`src/dma_irq_pkg.sv`:
```
// package for the descriptor dma status and interrupt block
// assumes a 32-bit classic wishbone register bus with word addresses in bytes
package dma_irq_pkg;

  // --------------------------------------------------------------------------
  // register offsets (byte addresses)
  // --------------------------------------------------------------------------
  localparam logic [7:0] status_offset = 8'h8C;
  localparam logic [7:0] enable_offset = 8'h90;
  localparam logic [7:0] pointer_offset = 8'h94;
  localparam logic [7:0] poll_offset = 8'h84;

  // --------------------------------------------------------------------------
  // status and enable bit positions
  // --------------------------------------------------------------------------
  localparam int tx_bit = 0;
  localparam int rx_bit = 1;
  localparam int fbe_bit = 2;
  localparam int du_bit = 4;
  localparam int ces_bit = 5;
  localparam int nis_bit = 8;
  localparam int ais_bit = 9;
  localparam int cause_lsb = 10;
  localparam int state_lsb = 13;

  // --------------------------------------------------------------------------
  // reset values and codes
  // --------------------------------------------------------------------------
  localparam logic [31:0] word_reset = 32'h0000_0000;
  localparam logic [2:0] cause_tx_abort = 3'h1;
  localparam logic [2:0] cause_rx_abort = 3'h2;
  localparam logic [2:0] cause_none = 3'h0;
  localparam int owner_bit = 31;

  typedef enum logic [3:0] {
    st_idle = 4'h0,
    st_suspend = 4'h1,
    st_desc_read = 4'h2,
    st_desc_check = 4'h3,
    st_rd_req_wait = 4'h4,
    st_wr_req_wait = 4'h5,
    st_read = 4'h6,
    st_write = 4'h7,
    st_state_descriptor_close = 4'h8
  } dma_state_type;

endpackage

```
`src/dma_irq_status.sv`:
```
// status, enables, summaries and interrupt of the descriptor dma engine
// assumes the dma datapath reports its state and events as same-clock pulses
//
// Functional notes
// - status shows dma state code 0..8 read-only
// - bus error cause: 1 transmit abort, 2 receive abort, read-only
// - cause field never drives the interrupt by itself
// - abnormal summary is OR of unmasked bus error and descriptor unavailable
// - normal summary is OR of unmasked transmit and receive complete
// - card error summary is OR of seven card errors, write one clears
// - response error aborts dma only while card error summary enabled
// - descriptor unavailable set when descriptor ownership bit is zero
// - bus error sets fatal flag and halts further dma bus accesses
// - receive complete set when one descriptor's reception finishes
// - transmit complete set when one descriptor's transmission finishes
// - source flags clear on write one, zero has no effect
// - abnormal enable gates bus error and descriptor unavailable sources
// - normal enable gates transmit and receive sources
// - card error summary enable allows its interrupt
// - source interrupts except card error summary need own enable and group enable
// - read-only descriptor pointer at 0x94, reset clears it
// - ownership clear suspends; any poll-demand write resumes fetch
//
// The implementer's own choice: the Wishbone register port.
`timescale 1ns/1ns
module dma_irq_status (
  input wire logic clk_i,
  input wire logic rst_i,
  input wire logic [31:0] wb_adr_i,
  input wire logic [31:0] wb_dat_i,
  input wire logic [3:0] wb_sel_i,
  input wire logic wb_we_i,
  input wire logic wb_cyc_i,
  input wire logic wb_stb_i,
  output logic [31:0] wb_dat_o,
  output logic wb_ack_o,
  input wire logic [3:0] dma_state_i,
  input wire logic desc_fetched_i,
  input wire logic [31:0] desc_word0_i,
  input wire logic [31:0] desc_addr_i,
  input wire logic desc_addr_load_i,
  input wire logic bus_error_i,
  input wire logic bus_error_tx_i,
  input wire logic rx_done_i,
  input wire logic tx_done_i,
  input wire logic [6:0] card_errors_i,
  input wire logic response_error_i,
  output logic dma_abort_o,
  output logic bus_halt_o,
  output logic resume_o,
  output logic irq_o
);

  // --------------------------------------------------------------------------
  // bus decode
  // --------------------------------------------------------------------------
  logic req;
  logic wr;
  logic [3:0] state_q;
  logic [2:0] cause_q;
  logic [2:0] cause_d;
  logic tx_q;
  logic tx_d;
  logic rx_q;
  logic rx_d;
  logic fbe_q;
  logic fbe_d;
  logic du_q;
  logic du_d;
  logic ces_q;
  logic ces_d;
  logic nis_q;
  logic nis_d;
  logic ais_q;
  logic ais_d;
  logic [31:0] en_q;
  logic [31:0] en_d;
  logic [31:0] ptr_q;
  logic [31:0] ptr_d;
  logic halt_q;
  logic halt_d;
  logic abort_q;
  logic abort_d;
  logic resume_q;
  logic resume_d;
  logic irq_q;
  logic irq_d;
  logic ack_q;
  logic ack_d;
  logic [31:0] rdata_q;
  logic [31:0] rdata_d;
  logic [31:0] w1c;
  logic du_event;

  function automatic logic hit(input logic [31:0] adr, input logic [7:0] off);
    hit = (adr[7:2] == off[7:2]) && (adr[31:8] == 24'h00_0000);
  endfunction

  // byte lanes masked so partial writes only touch selected bytes
  function automatic logic [31:0] lane_mask(input logic [3:0] sel);
    lane_mask = {{8{sel[3]}}, {8{sel[2]}}, {8{sel[1]}}, {8{sel[0]}}};
  endfunction

  assign req = wb_cyc_i && wb_stb_i && !ack_q;
  assign wr = req && wb_we_i;
  assign w1c = (wr && hit(wb_adr_i, dma_irq_pkg::status_offset)) ? (wb_dat_i & lane_mask(wb_sel_i))
                                                                  : dma_irq_pkg::word_reset;
  assign du_event = desc_fetched_i && !desc_word0_i[dma_irq_pkg::owner_bit];

  // --------------------------------------------------------------------------
  // flags, enables and pointer
  // --------------------------------------------------------------------------
  always_comb begin
    // set beats clear on the same edge so no event is lost
    tx_d = tx_done_i || (tx_q && !w1c[dma_irq_pkg::tx_bit]);
    rx_d = rx_done_i || (rx_q && !w1c[dma_irq_pkg::rx_bit]);
    fbe_d = bus_error_i || (fbe_q && !w1c[dma_irq_pkg::fbe_bit]);
    du_d = du_event || (du_q && !w1c[dma_irq_pkg::du_bit]);
    ces_d = (|card_errors_i) || (ces_q && !w1c[dma_irq_pkg::ces_bit]);
    // summaries stay sticky until written; software clears them with sources
    nis_d = (tx_d && en_q[dma_irq_pkg::tx_bit]) || (rx_d && en_q[dma_irq_pkg::rx_bit])
            || (nis_q && !w1c[dma_irq_pkg::nis_bit]);
    ais_d = (fbe_d && en_q[dma_irq_pkg::fbe_bit]) || (du_d && en_q[dma_irq_pkg::du_bit])
            || (ais_q && !w1c[dma_irq_pkg::ais_bit]);
    cause_d = cause_q;
    if (bus_error_i) begin
      cause_d = bus_error_tx_i ? dma_irq_pkg::cause_tx_abort : dma_irq_pkg::cause_rx_abort;
    end else if (!fbe_d) begin
      cause_d = dma_irq_pkg::cause_none;
    end
    en_d = en_q;
    if (wr && hit(wb_adr_i, dma_irq_pkg::enable_offset)) begin
      en_d = (en_q & ~lane_mask(wb_sel_i)) | (wb_dat_i & lane_mask(wb_sel_i));
    end
    ptr_d = desc_addr_load_i ? desc_addr_i : ptr_q;
    halt_d = fbe_d;
    abort_d = response_error_i && en_q[dma_irq_pkg::ces_bit];
    resume_d = wr && hit(wb_adr_i, dma_irq_pkg::poll_offset);
    // cause field is not a term here
    irq_d = (en_q[dma_irq_pkg::ais_bit] && ((fbe_d && en_q[dma_irq_pkg::fbe_bit])
              || (du_d && en_q[dma_irq_pkg::du_bit])))
            || (en_q[dma_irq_pkg::nis_bit] && ((tx_d && en_q[dma_irq_pkg::tx_bit])
              || (rx_d && en_q[dma_irq_pkg::rx_bit])))
            || (ces_d && en_q[dma_irq_pkg::ces_bit]);
    ack_d = req;
    rdata_d = dma_irq_pkg::word_reset;
    if (req && !wb_we_i) begin
      if (hit(wb_adr_i, dma_irq_pkg::status_offset)) begin
        rdata_d[dma_irq_pkg::tx_bit] = tx_q;
        rdata_d[dma_irq_pkg::rx_bit] = rx_q;
        rdata_d[dma_irq_pkg::fbe_bit] = fbe_q;
        rdata_d[dma_irq_pkg::du_bit] = du_q;
        rdata_d[dma_irq_pkg::ces_bit] = ces_q;
        rdata_d[dma_irq_pkg::nis_bit] = nis_q;
        rdata_d[dma_irq_pkg::ais_bit] = ais_q;
        rdata_d[dma_irq_pkg::cause_lsb +: 3] = cause_q;
        rdata_d[dma_irq_pkg::state_lsb +: 4] = state_q;
      end else if (hit(wb_adr_i, dma_irq_pkg::enable_offset)) begin
        rdata_d = en_q;
      end else if (hit(wb_adr_i, dma_irq_pkg::pointer_offset)) begin
        rdata_d = ptr_q;
      end
    end
  end

  always_ff @(posedge clk_i) begin
    if (rst_i) begin
      state_q <= 4'h0;
      cause_q <= dma_irq_pkg::cause_none;
      tx_q <= 1'b0;
      rx_q <= 1'b0;
      fbe_q <= 1'b0;
      du_q <= 1'b0;
      ces_q <= 1'b0;
      nis_q <= 1'b0;
      ais_q <= 1'b0;
      en_q <= dma_irq_pkg::word_reset;
      ptr_q <= dma_irq_pkg::word_reset;
      halt_q <= 1'b0;
      abort_q <= 1'b0;
      resume_q <= 1'b0;
      irq_q <= 1'b0;
      ack_q <= 1'b0;
      rdata_q <= dma_irq_pkg::word_reset;
    end else begin
      state_q <= dma_state_i;
      cause_q <= cause_d;
      tx_q <= tx_d;
      rx_q <= rx_d;
      fbe_q <= fbe_d;
      du_q <= du_d;
      ces_q <= ces_d;
      nis_q <= nis_d;
      ais_q <= ais_d;
      en_q <= en_d;
      ptr_q <= ptr_d;
      halt_q <= halt_d;
      abort_q <= abort_d;
      resume_q <= resume_d;
      irq_q <= irq_d;
      ack_q <= ack_d;
      rdata_q <= rdata_d;
    end
  end

  assign wb_dat_o = rdata_q;
  assign wb_ack_o = ack_q;
  assign dma_abort_o = abort_q;
  assign bus_halt_o = halt_q;
  assign resume_o = resume_q;
  assign irq_o = irq_q;

  // --------------------------------------------------------------------------
  // assertions
  // --------------------------------------------------------------------------
  tx_sets_a: assert property (@(posedge clk_i) disable iff (rst_i) tx_done_i |=> tx_q)
    else $error("transmit flag not set");
  rx_sets_a: assert property (@(posedge clk_i) disable iff (rst_i) rx_done_i |=> rx_q)
    else $error("receive flag not set");
  du_sets_a: assert property (@(posedge clk_i) disable iff (rst_i) du_event |=> du_q)
    else $error("descriptor unavailable not set");
  halt_follows_a: assert property (@(posedge clk_i) disable iff (rst_i) bus_error_i |=> bus_halt_o)
    else $error("bus not halted after error");
  fbe_clear_a: assert property (@(posedge clk_i) disable iff (rst_i)
    (fbe_q && w1c[dma_irq_pkg::fbe_bit] && !bus_error_i) |=> !fbe_q)
    else $error("bus error flag not cleared");
  abort_gate_a: assert property (@(posedge clk_i) disable iff (rst_i)
    dma_abort_o |-> $past(response_error_i) && $past(en_q[dma_irq_pkg::ces_bit]))
    else $error("abort without enabled response error");
  irq_gate_a: assert property (@(posedge clk_i) disable iff (rst_i)
    (tx_q && en_q[dma_irq_pkg::tx_bit] && en_q[dma_irq_pkg::nis_bit] && $stable(en_q) && $stable(tx_q))
      |-> irq_o)
    else $error("enabled transmit did not interrupt");
  irq_quiet_a: assert property (@(posedge clk_i) disable iff (rst_i)
    (en_q == 32'h0000_0000 && $past(en_q) == 32'h0000_0000) |-> !irq_o)
    else $error("interrupt with nothing enabled");
  nis_sum_a: assert property (@(posedge clk_i) disable iff (rst_i)
    (rx_done_i && en_q[dma_irq_pkg::rx_bit]) |=> nis_q)
    else $error("normal summary not set");
  ack_once_a: assert property (@(posedge clk_i) disable iff (rst_i) wb_ack_o |=> !wb_ack_o)
    else $error("ack held two cycles");
  c_irq_c: cover property (@(posedge clk_i) disable iff (rst_i) $rose(irq_o));
  c_du_c: cover property (@(posedge clk_i) disable iff (rst_i) du_event ##1 du_q);
  c_abort_c: cover property (@(posedge clk_i) disable iff (rst_i) response_error_i ##1 dma_abort_o);
  c_resume_c: cover property (@(posedge clk_i) disable iff (rst_i) $rose(resume_o));

  // --------------------------------------------------------------------------
  // status fields and summaries
  // --------------------------------------------------------------------------
  state_copy_a: assert property (@(posedge clk_i) disable iff (rst_i)
    1'b1 |=> (state_q == $past(dma_state_i)))
    else $error("state code not reported");
  cause_tx_a: assert property (@(posedge clk_i) disable iff (rst_i)
    (bus_error_i && bus_error_tx_i) |=> (cause_q == dma_irq_pkg::cause_tx_abort))
    else $error("transmit abort cause wrong");
  cause_rx_a: assert property (@(posedge clk_i) disable iff (rst_i)
    (bus_error_i && !bus_error_tx_i) |=> (cause_q == dma_irq_pkg::cause_rx_abort))
    else $error("receive abort cause wrong");
  cause_idle_a: assert property (@(posedge clk_i) disable iff (rst_i)
    !fbe_q |-> (cause_q == dma_irq_pkg::cause_none))
    else $error("cause shown without bus error");
  cause_quiet_a: assert property (@(posedge clk_i) disable iff (rst_i)
    (!$past(en_q[dma_irq_pkg::fbe_bit]) && !$past(en_q[dma_irq_pkg::du_bit]) && !$past(en_q[dma_irq_pkg::nis_bit])
      && !$past(en_q[dma_irq_pkg::ces_bit])) |-> !irq_o)
    else $error("interrupt from cause field");
  ais_fbe_a: assert property (@(posedge clk_i) disable iff (rst_i)
    (bus_error_i && en_q[dma_irq_pkg::fbe_bit]) |=> ais_q)
    else $error("abnormal summary missed bus error");
  ais_du_a: assert property (@(posedge clk_i) disable iff (rst_i)
    (du_event && en_q[dma_irq_pkg::du_bit]) |=> ais_q)
    else $error("abnormal summary missed unavailable");
  ais_masked_a: assert property (@(posedge clk_i) disable iff (rst_i)
    (!ais_q && !(fbe_d && en_q[dma_irq_pkg::fbe_bit]) && !(du_d && en_q[dma_irq_pkg::du_bit])) |=> !ais_q)
    else $error("abnormal summary from masked source");
  nis_tx_a: assert property (@(posedge clk_i) disable iff (rst_i)
    (tx_done_i && en_q[dma_irq_pkg::tx_bit]) |=> nis_q)
    else $error("normal summary missed transmit");
  nis_masked_a: assert property (@(posedge clk_i) disable iff (rst_i)
    (!nis_q && !(tx_d && en_q[dma_irq_pkg::tx_bit]) && !(rx_d && en_q[dma_irq_pkg::rx_bit])) |=> !nis_q)
    else $error("normal summary from masked source");
  nis_keep_a: assert property (@(posedge clk_i) disable iff (rst_i)
    (nis_q && !w1c[dma_irq_pkg::nis_bit]) |=> nis_q)
    else $error("normal summary cleared itself");
  ais_keep_a: assert property (@(posedge clk_i) disable iff (rst_i)
    (ais_q && !w1c[dma_irq_pkg::ais_bit]) |=> ais_q)
    else $error("abnormal summary cleared itself");
  ces_set_a: assert property (@(posedge clk_i) disable iff (rst_i)
    (|card_errors_i) |=> ces_q)
    else $error("card summary not set");
  ces_clear_a: assert property (@(posedge clk_i) disable iff (rst_i)
    (ces_q && w1c[dma_irq_pkg::ces_bit] && !(|card_errors_i)) |=> !ces_q)
    else $error("card summary not cleared");

  // --------------------------------------------------------------------------
  // dma control outputs and source flags
  // --------------------------------------------------------------------------
  abort_on_a: assert property (@(posedge clk_i) disable iff (rst_i)
    (response_error_i && en_q[dma_irq_pkg::ces_bit]) |=> dma_abort_o)
    else $error("no abort on enabled response error");
  abort_off_a: assert property (@(posedge clk_i) disable iff (rst_i)
    !en_q[dma_irq_pkg::ces_bit] |=> !dma_abort_o)
    else $error("abort while card summary disabled");
  du_owned_a: assert property (@(posedge clk_i) disable iff (rst_i)
    (!du_q && !du_event) |=> !du_q)
    else $error("unavailable set for owned descriptor");
  fbe_sets_a: assert property (@(posedge clk_i) disable iff (rst_i)
    bus_error_i |=> fbe_q)
    else $error("fatal bus error flag not set");
  halt_match_a: assert property (@(posedge clk_i) disable iff (rst_i)
    1'b1 |-> (bus_halt_o == fbe_q))
    else $error("bus halt differs from fatal flag");
  tx_clear_a: assert property (@(posedge clk_i) disable iff (rst_i)
    (tx_q && w1c[dma_irq_pkg::tx_bit] && !tx_done_i) |=> !tx_q)
    else $error("transmit flag not cleared");
  rx_clear_a: assert property (@(posedge clk_i) disable iff (rst_i)
    (rx_q && w1c[dma_irq_pkg::rx_bit] && !rx_done_i) |=> !rx_q)
    else $error("receive flag not cleared");
  du_clear_a: assert property (@(posedge clk_i) disable iff (rst_i)
    (du_q && w1c[dma_irq_pkg::du_bit] && !du_event) |=> !du_q)
    else $error("unavailable flag not cleared");
  tx_keep_a: assert property (@(posedge clk_i) disable iff (rst_i)
    (tx_q && !w1c[dma_irq_pkg::tx_bit]) |=> tx_q)
    else $error("transmit flag lost without write");

  // --------------------------------------------------------------------------
  // interrupt, pointer and bus
  // --------------------------------------------------------------------------
  abn_irq_a: assert property (@(posedge clk_i) disable iff (rst_i)
    (fbe_q && en_q[dma_irq_pkg::fbe_bit] && en_q[dma_irq_pkg::ais_bit] && $stable(en_q)) |-> irq_o)
    else $error("enabled bus error did not interrupt");
  du_irq_a: assert property (@(posedge clk_i) disable iff (rst_i)
    (du_q && en_q[dma_irq_pkg::du_bit] && en_q[dma_irq_pkg::ais_bit] && $stable(en_q)) |-> irq_o)
    else $error("enabled unavailable did not interrupt");
  rx_irq_a: assert property (@(posedge clk_i) disable iff (rst_i)
    (rx_q && en_q[dma_irq_pkg::rx_bit] && en_q[dma_irq_pkg::nis_bit] && $stable(en_q)) |-> irq_o)
    else $error("enabled receive did not interrupt");
  en_write_a: assert property (@(posedge clk_i) disable iff (rst_i)
    (wr && hit(wb_adr_i, dma_irq_pkg::enable_offset) && wb_sel_i == 4'hF) |=> (en_q == $past(wb_dat_i)))
    else $error("enable write lost");
  ces_irq_a: assert property (@(posedge clk_i) disable iff (rst_i)
    (ces_q && en_q[dma_irq_pkg::ces_bit] && $stable(en_q)) |-> irq_o)
    else $error("enabled card summary did not interrupt");
  group_off_a: assert property (@(posedge clk_i) disable iff (rst_i)
    (!$past(en_q[dma_irq_pkg::ais_bit]) && !$past(en_q[dma_irq_pkg::nis_bit]) && !$past(en_q[dma_irq_pkg::ces_bit]))
      |-> !irq_o)
    else $error("interrupt with groups disabled");
  ptr_load_a: assert property (@(posedge clk_i) disable iff (rst_i)
    desc_addr_load_i |=> (ptr_q == $past(desc_addr_i)))
    else $error("descriptor pointer not loaded");
  ptr_hold_a: assert property (@(posedge clk_i) disable iff (rst_i)
    !desc_addr_load_i |=> $stable(ptr_q))
    else $error("descriptor pointer changed");
  resume_poll_a: assert property (@(posedge clk_i) disable iff (rst_i)
    (wr && hit(wb_adr_i, dma_irq_pkg::poll_offset)) |=> resume_o)
    else $error("poll demand did not resume");
  resume_pulse_a: assert property (@(posedge clk_i) disable iff (rst_i)
    resume_o |=> !resume_o)
    else $error("resume longer than one cycle");
  irq_idle_a: assert property (@(posedge clk_i) disable iff (rst_i)
    $past(!tx_d && !rx_d && !fbe_d && !du_d && !ces_d) |-> !irq_o)
    else $error("interrupt with no flag set");
  ack_follow_a: assert property (@(posedge clk_i) disable iff (rst_i)
    req |=> wb_ack_o)
    else $error("request not acknowledged");
  rdata_idle_a: assert property (@(posedge clk_i) disable iff (rst_i)
    !wb_ack_o |-> (wb_dat_o == 32'h0000_0000))
    else $error("read data outside ack");
  c_fbe_c: cover property (@(posedge clk_i) disable iff (rst_i) bus_error_i ##[1:20] !fbe_q);

endmodule // dma_irq_status

```
`config.mk`:
```
export PLATFORM = sky130hd
export DESIGN_NAME = dma_irq_status
export DESIGN_NICKNAME = d
export VERILOG_FILES = /design/src/dma_irq_pkg.sv /design/src/dma_irq_status.sv
export SDC_FILE = /design/constraint.sdc
export NUM_CORES = 1
export LEC_CHECK = 0
export ABC_AREA = 1
export BUFFER_PORTS_ARGS = -buffer_cell sky130_fd_sc_hd__clkbuf_2
export CAP_MARGIN = 15
export CORE_UTILIZATION = 51
export CTS_CLUSTER_SIZE = 14
export DETAILED_ROUTE_END_ITERATION = 8
export GPL_TIMING_DRIVEN = 0
export PLACE_DENSITY_LB_ADDON = 0.12
export SLEW_MARGIN = 30
export SYNTH_ARGS = -nofsm -noshare
export SYNTH_HDL_FRONTEND = slang
export SYNTH_SLANG_ARGS = --single-unit
```
`constraint.sdc`:
```
create_clock -name clk_i -period 4.46 [get_ports clk_i]
set_input_delay 0.892 -clock clk_i [delete_from_list [all_inputs] [get_ports clk_i]]
set_output_delay 0.892 -clock clk_i [all_outputs]
set_load 0.01 [all_outputs]
```
======== Yosys cells after proc, flatten, opt, wreduce, memory -nomap -nowiden ========
Cells that the tools add are included.
W data, S select, Z words.
word-level totals
  input bits .............................. 155
  register bits after elaboration ......... 114
cells by class
  bitwise logic cells ..................... 5
  eq/ne operators ......................... 5
  reductions and logical operators ........ 52
  multiplexer cells ....................... 9
operators by type and width
  kind                  count
  $and A32 B32 Y32      2
  $mux W32              2
  $not A32 Y32          1
  $or A32 B32 Y32       1
  $logic_and A1 B1 Y1   27
  $eq A6 B6 Y1 const B  4
  $logic_not A24 Y1     1
  $logic_or A1 B1 Y1    11
  $logic_not A1 Y1      10
  $mux W10              1
  $mux W3               3
  $mux W9               1
  $reduce_or A7 Y1      1
  $mux W2               2
  $reduce_or A3 Y1      1
  $ne A2 B2 Y1 const B  1
  $reduce_or A2 Y1      1
  $not A1 Y1            1

======== Longest topological paths before layout ========
  word-level depth ........................ 13
  mapped depth ............................ 14
  depth with buffers taken out ............ 14

======== Worst setup path before layout ========
Ideal clock, no wire load.
  path kind ............................... in2reg
  start ................................... input wb_adr_i[23]
  end ..................................... register rdata_q[13], in the netlist wb_dat_o[13]
  path slack .............................. 2.376 ns
  stages .................................. 10
  arrival ................................. 1.968 ns
  required time ........................... 4.344 ns
  buffers on the path ..................... 1
  cells stage by stage .................... nor2_1 -> nand2_1 -> nor2_1 -> nand2_1 -> nor2_4 -> and2_4 -> inv_2 -> buf_2 -> o211ai_1 -> inv_1
between the ends
  cells in the longest elaborated chain, start to end .. 5
  elaborated cells on any way between the ends .. 7
  classes of those cells .................. mux: 3; reduce/logical: 4
RTL lines
  element               RTL line               RTL
  start, declared       dma_irq_status.sv:29   input wire logic [31:0] wb_adr_i,
  $logic_not A24 Y1 *   dma_irq_status.sv:96   hit = (adr[7:2] == off[7:2]) && (adr[31:8] == 24'h00_0000);
  $logic_and A1 B1 Y1   dma_irq_status.sv:96
  $mux W32              dma_irq_status.sv:160  end else if (hit(wb_adr_i, dma_irq_pkg::pointer_offset)) begin
  $mux W32              dma_irq_status.sv:158  end else if (hit(wb_adr_i, dma_irq_pkg::enable_offset)) begin
  $mux W9 *             dma_irq_status.sv:148  if (hit(wb_adr_i, dma_irq_pkg::status_offset)) begin
  end signal, assigned  dma_irq_status.sv:184  rdata_q <= dma_irq_pkg::word_reset;
  end signal, assigned  dma_irq_status.sv:202  rdata_q <= rdata_d;
  end, declared         dma_irq_status.sv:90   logic [31:0] rdata_q;
Every way passes the cells marked *; elsewhere a longest branch is shown, timed or not.
A chain may end at the register's enable or synchronous reset.

======== Worst setup path in the final report ========
  start ................................... input wb_adr_i[25]
  end ..................................... register irq_q, in the netlist irq_o
between the ends
  cells in the longest elaborated chain, start to end .. 12
  elaborated cells on any way between the ends .. 30
  classes of those cells .................. mux: 1; reduce/logical: 29
RTL lines
  element                                        RTL line                                      RTL
  $logic_not A24 Y1 *                            dma_irq_status.sv:96
  $logic_and A1 B1 Y1 *                          dma_irq_status.sv:96
  $logic_and A1 B1 Y1 *                          dma_irq_status.sv:106                         assign w1c = (wr && hit(wb_adr_i, dma_irq_pkg::status_offset)) ? (wb_dat_i & lane_mask(wb_sel_i))
  $mux W10 *                                     dma_irq_status.sv:106
  $logic_not A1 Y1, on equally long branches     -
  $logic_and A1 B1 Y1, on equally long branches  -
  $logic_or A1 B1 Y1, on equally long branches   -
  $logic_and A1 B1 Y1, on equally long branches  -
  $logic_or A1 B1 Y1, on equally long branches   dma_irq_status.sv:141, dma_irq_status.sv:143
  $logic_and A1 B1 Y1, on equally long branches  dma_irq_status.sv:140, dma_irq_status.sv:142
  $logic_or A1 B1 Y1                             dma_irq_status.sv:142                         || (en_q[dma_irq_pkg::nis_bit] && ((tx_d && en_q[dma_irq_pkg::tx_bit])
  $logic_or A1 B1 Y1 *                           dma_irq_status.sv:144                         || (ces_d && en_q[dma_irq_pkg::ces_bit]);
  end signal, assigned                           dma_irq_status.sv:200                         irq_q <= irq_d;
  end, declared                                  dma_irq_status.sv:86                          logic irq_q;
Marked as above.

==> results.toml <==
[synth]
syn-num-nets = 732
yosys.area.top_type = "dfxtp_1"
synth_edf_count = 0
synth_cell_types = 34
async_flop_share = 0
synthesis.instances = 577
synthFlopType = "dfxtp_1"
synth_area_um2 = 4481
yosysWarningCount = 0
synth.area.top_cells = "dfxtp_1, nand2_1, nor2_1, a21oi_1, nand3_1"
ys_ff_latch = 113
avgSynthCellArea_um2 = 7.765
synth_top_area_share = 0.5049
ys_seq_area_frac = 0.5049

[global_route]
grt_pass1_vias = 4366
track_usage = 0.2988
antenna_found_initial = 0
grt_max_degree = 17
grt_overflow = 0
grt_pass1_wl_mm = 20.37

[drt]
firstDrtPassIters = 5
route.detailed.drc = 0
drtIter0Drc = 251
drt.antenna.violating_nets = 0
wl_mm = 12.93
vias = 4591
routed_via_density = 5.271
wl_per_cell_um = 14.85

[clock_tree]
worstSkewPairLatency_ns = 0.52
cts_sinks = 113
cts_setup_buffers = 0
clk_pin_slew_ns = 0.05
cts_buffers = 17
htree_num_levels = 4
clock_tree.root_cell = "clkbuf_8"
cts-hold-fix-buffers = 0
cts-resized-gates = 0
clock_path_buffers = 2
cts_tree = "yes"

[final_layout]
stdcell_area_um2 = 6057
final_cell_mix = "clkbuf_2, dfxtp_1, nand2_1"
drive_gt1_frac = 0.2990
final_common_cell = "clkbuf_2"
synthToLayoutAreaGrowth_pct = 35.19
final_nets = 909
diodes = 0
nFillCells = 660

[critical_path]
cpPeakStageDelay_ns = 0.20
worstPathArrival_ns = 2.40
cp_slowest_cell = "nand4_1"
crit_chain = "clkbuf_2 -> nor2_1 -> nand2_1 -> nor2_1 -> nand2_1 -> nor2_4 -> nand4_1 -> nand2_1 -> nand2_1 -> nand2_1 -> nand2_1 -> nand2_1 -> nand3_1 -> nand2_1 -> inv_1"
crit_type = "input port to flip-flop"
r2r_setup_slack_ns = 2.73
r2r_end = "irq_o$_SDFF_PP0_"
timing.rr.start = "wb_ack_o$_SDFF_PP0_"
critPathMaxFanout = 8
critPathMostFrequentCell = "nand2_1"
endpoint_kind = "flip-flop"
cp-start-kind = "input port"
r2r_cells = 11
cp_data_required_time_ns = 4.87

[placed_design]
dpl.hpwl_mm = 9.098
io_buffer_count = 158
gp_congestion = 0.8688
place_area_um2 = 5403

[die]
die-area_um2 = 9164
start_util = 0.5372
ioPinCount = 192
coreArea_um2 = 8341
die_w_um = 95.73
die_y_um = 95.73
fp-row-count = 33

[sta]
fmax_ghz = 0.5018
finalCritPeriodShare = 0.4468
worst_pin_slew_ns = 0.6187
fin_tns_setup_ns = 0
slew_headroom = 0.5875
drv_slew = 0
rsz0062_at_grt = "no"
finalHoldViolations = 0
final.min_clock_period_ns = 1.993
finClkSkew_ns = 0.006591
setup_viol = 0

[worst_hold_path]
min_path_cells = 2
hold_class = "flip-flop to flip-flop"

[run]
drv_cap = 0

[pwr]
leakage_nw = 2.875
ir_drop_uv = 257.1
p_per_area_nw_per_um2 = 444.5
finalPower_mw = 2.692

[status]
status = "finished, final reports clean"
## cells in the mapped netlist, types with 2 or more instances
master    count
dfxtp_1     113
nand2_1     102
nor2_1       91
a21oi_1      52
inv_1        47
nand3_1      39
o21ai_0      39
o211ai_1     23
clkbuf_1     15
buf_2         6
nand4_1       6
a211oi_2      4
buf_6         4
nand2_4       4
buf_4         3
clkinv_2      3
inv_2         3
nand2_2       3
nor3_2        3
nor2_4        2
nor4_1        2
## through the flow
| step | cells | util | setup WS (ns) | hold slack (ns) |
|---|---|---|---|---|
| 2_1_floorplan | 577 | - | 2.376 | 0.4293 |
| 3_3_place_gp | 840 | 0.6478 | 2.016 | 0.4391 |
| 3_5_place_dp | 840 | 0.6478 | 2.008 | 0.4453 |
| 4_1_cts | 871 | 0.7262 | 2.488 | 0.4596 |
| 5_1_grt | 871 | 0.7262 | 2.322 | 0.4812 |
| 6_report | 871 | 0.7262 | 2.467 | 0.4591 |
## kinds of logic (layout without fill, tap and decap cells)
logic type      count (synthesis)  count (layout)  synth area share
simple gates                  260             260            0.2564
buf+inv                        82             271           0.08042
compound gates                122             122            0.1583
flops                         113             113            0.5049
## how the worst max path moves through the flow
stage                            start                       to  slack, ns  cells after the start
final                     wb_adr_i[25]         irq_o$_SDFF_PP0_       2.47                     15
after floorplan           wb_adr_i[23]  wb_dat_o[13]$_SDFF_PP0_       2.38                     10
after detailed placement  wb_adr_i[25]         irq_o$_SDFF_PP0_       2.01                     15
after global routing      wb_adr_i[25]         irq_o$_SDFF_PP0_       2.32                     15
after CTS                 wb_adr_i[25]   wb_dat_o[1]$_SDFF_PP0_       2.49                     13
after global placement    wb_adr_i[29]   wb_dat_o[5]$_SDFF_PP0_       2.02                     11
## per-layer routing
layer	vias to the layer above	part of all wire	track usage
met2	219	0.49	0.5060
met3	16	0.077	0.08768
met4	0	0.0090	0.1020
li1	2243	-	-
met5	-	0	0
met1	2113	0.42	0.3621
## critical path, delay by kind of cell
kind,cells,cell delay [ns]
and+or+nand+nor,13,1.38
buffers and inverters,2,0.13
## layout make-up
cell class | count | area [um^2] | area share
Clock buffer | 20 | 445.4 | 0.07354
Inverter | 53 | 202.7 | 0.03346
Tap cell | 105 | 131.4 | 0.02169
Timing Repair Buffer | 158 | 790.8 | 0.1306
Clock inverter | 11 | 209.0 | 0.03450
Sequential cell | 113 | 2262 | 0.3735
Multi-Input combinational cell | 382 | 1858 | 0.3068
Buffer | 29 | 157.7 | 0.02603
## power by group
part / switching, mW / total (mW) / internal, mW / leakage [nW]
registers: 0.0142 / 1.05 / 1.04 / 0.921
clock network: 0.460 / 1.50 / 1.04 / 0.324
logic: 0.0777 / 0.139 / 0.0613 / 1.63
No activity file was read; power rests on OpenSTA's default activity.
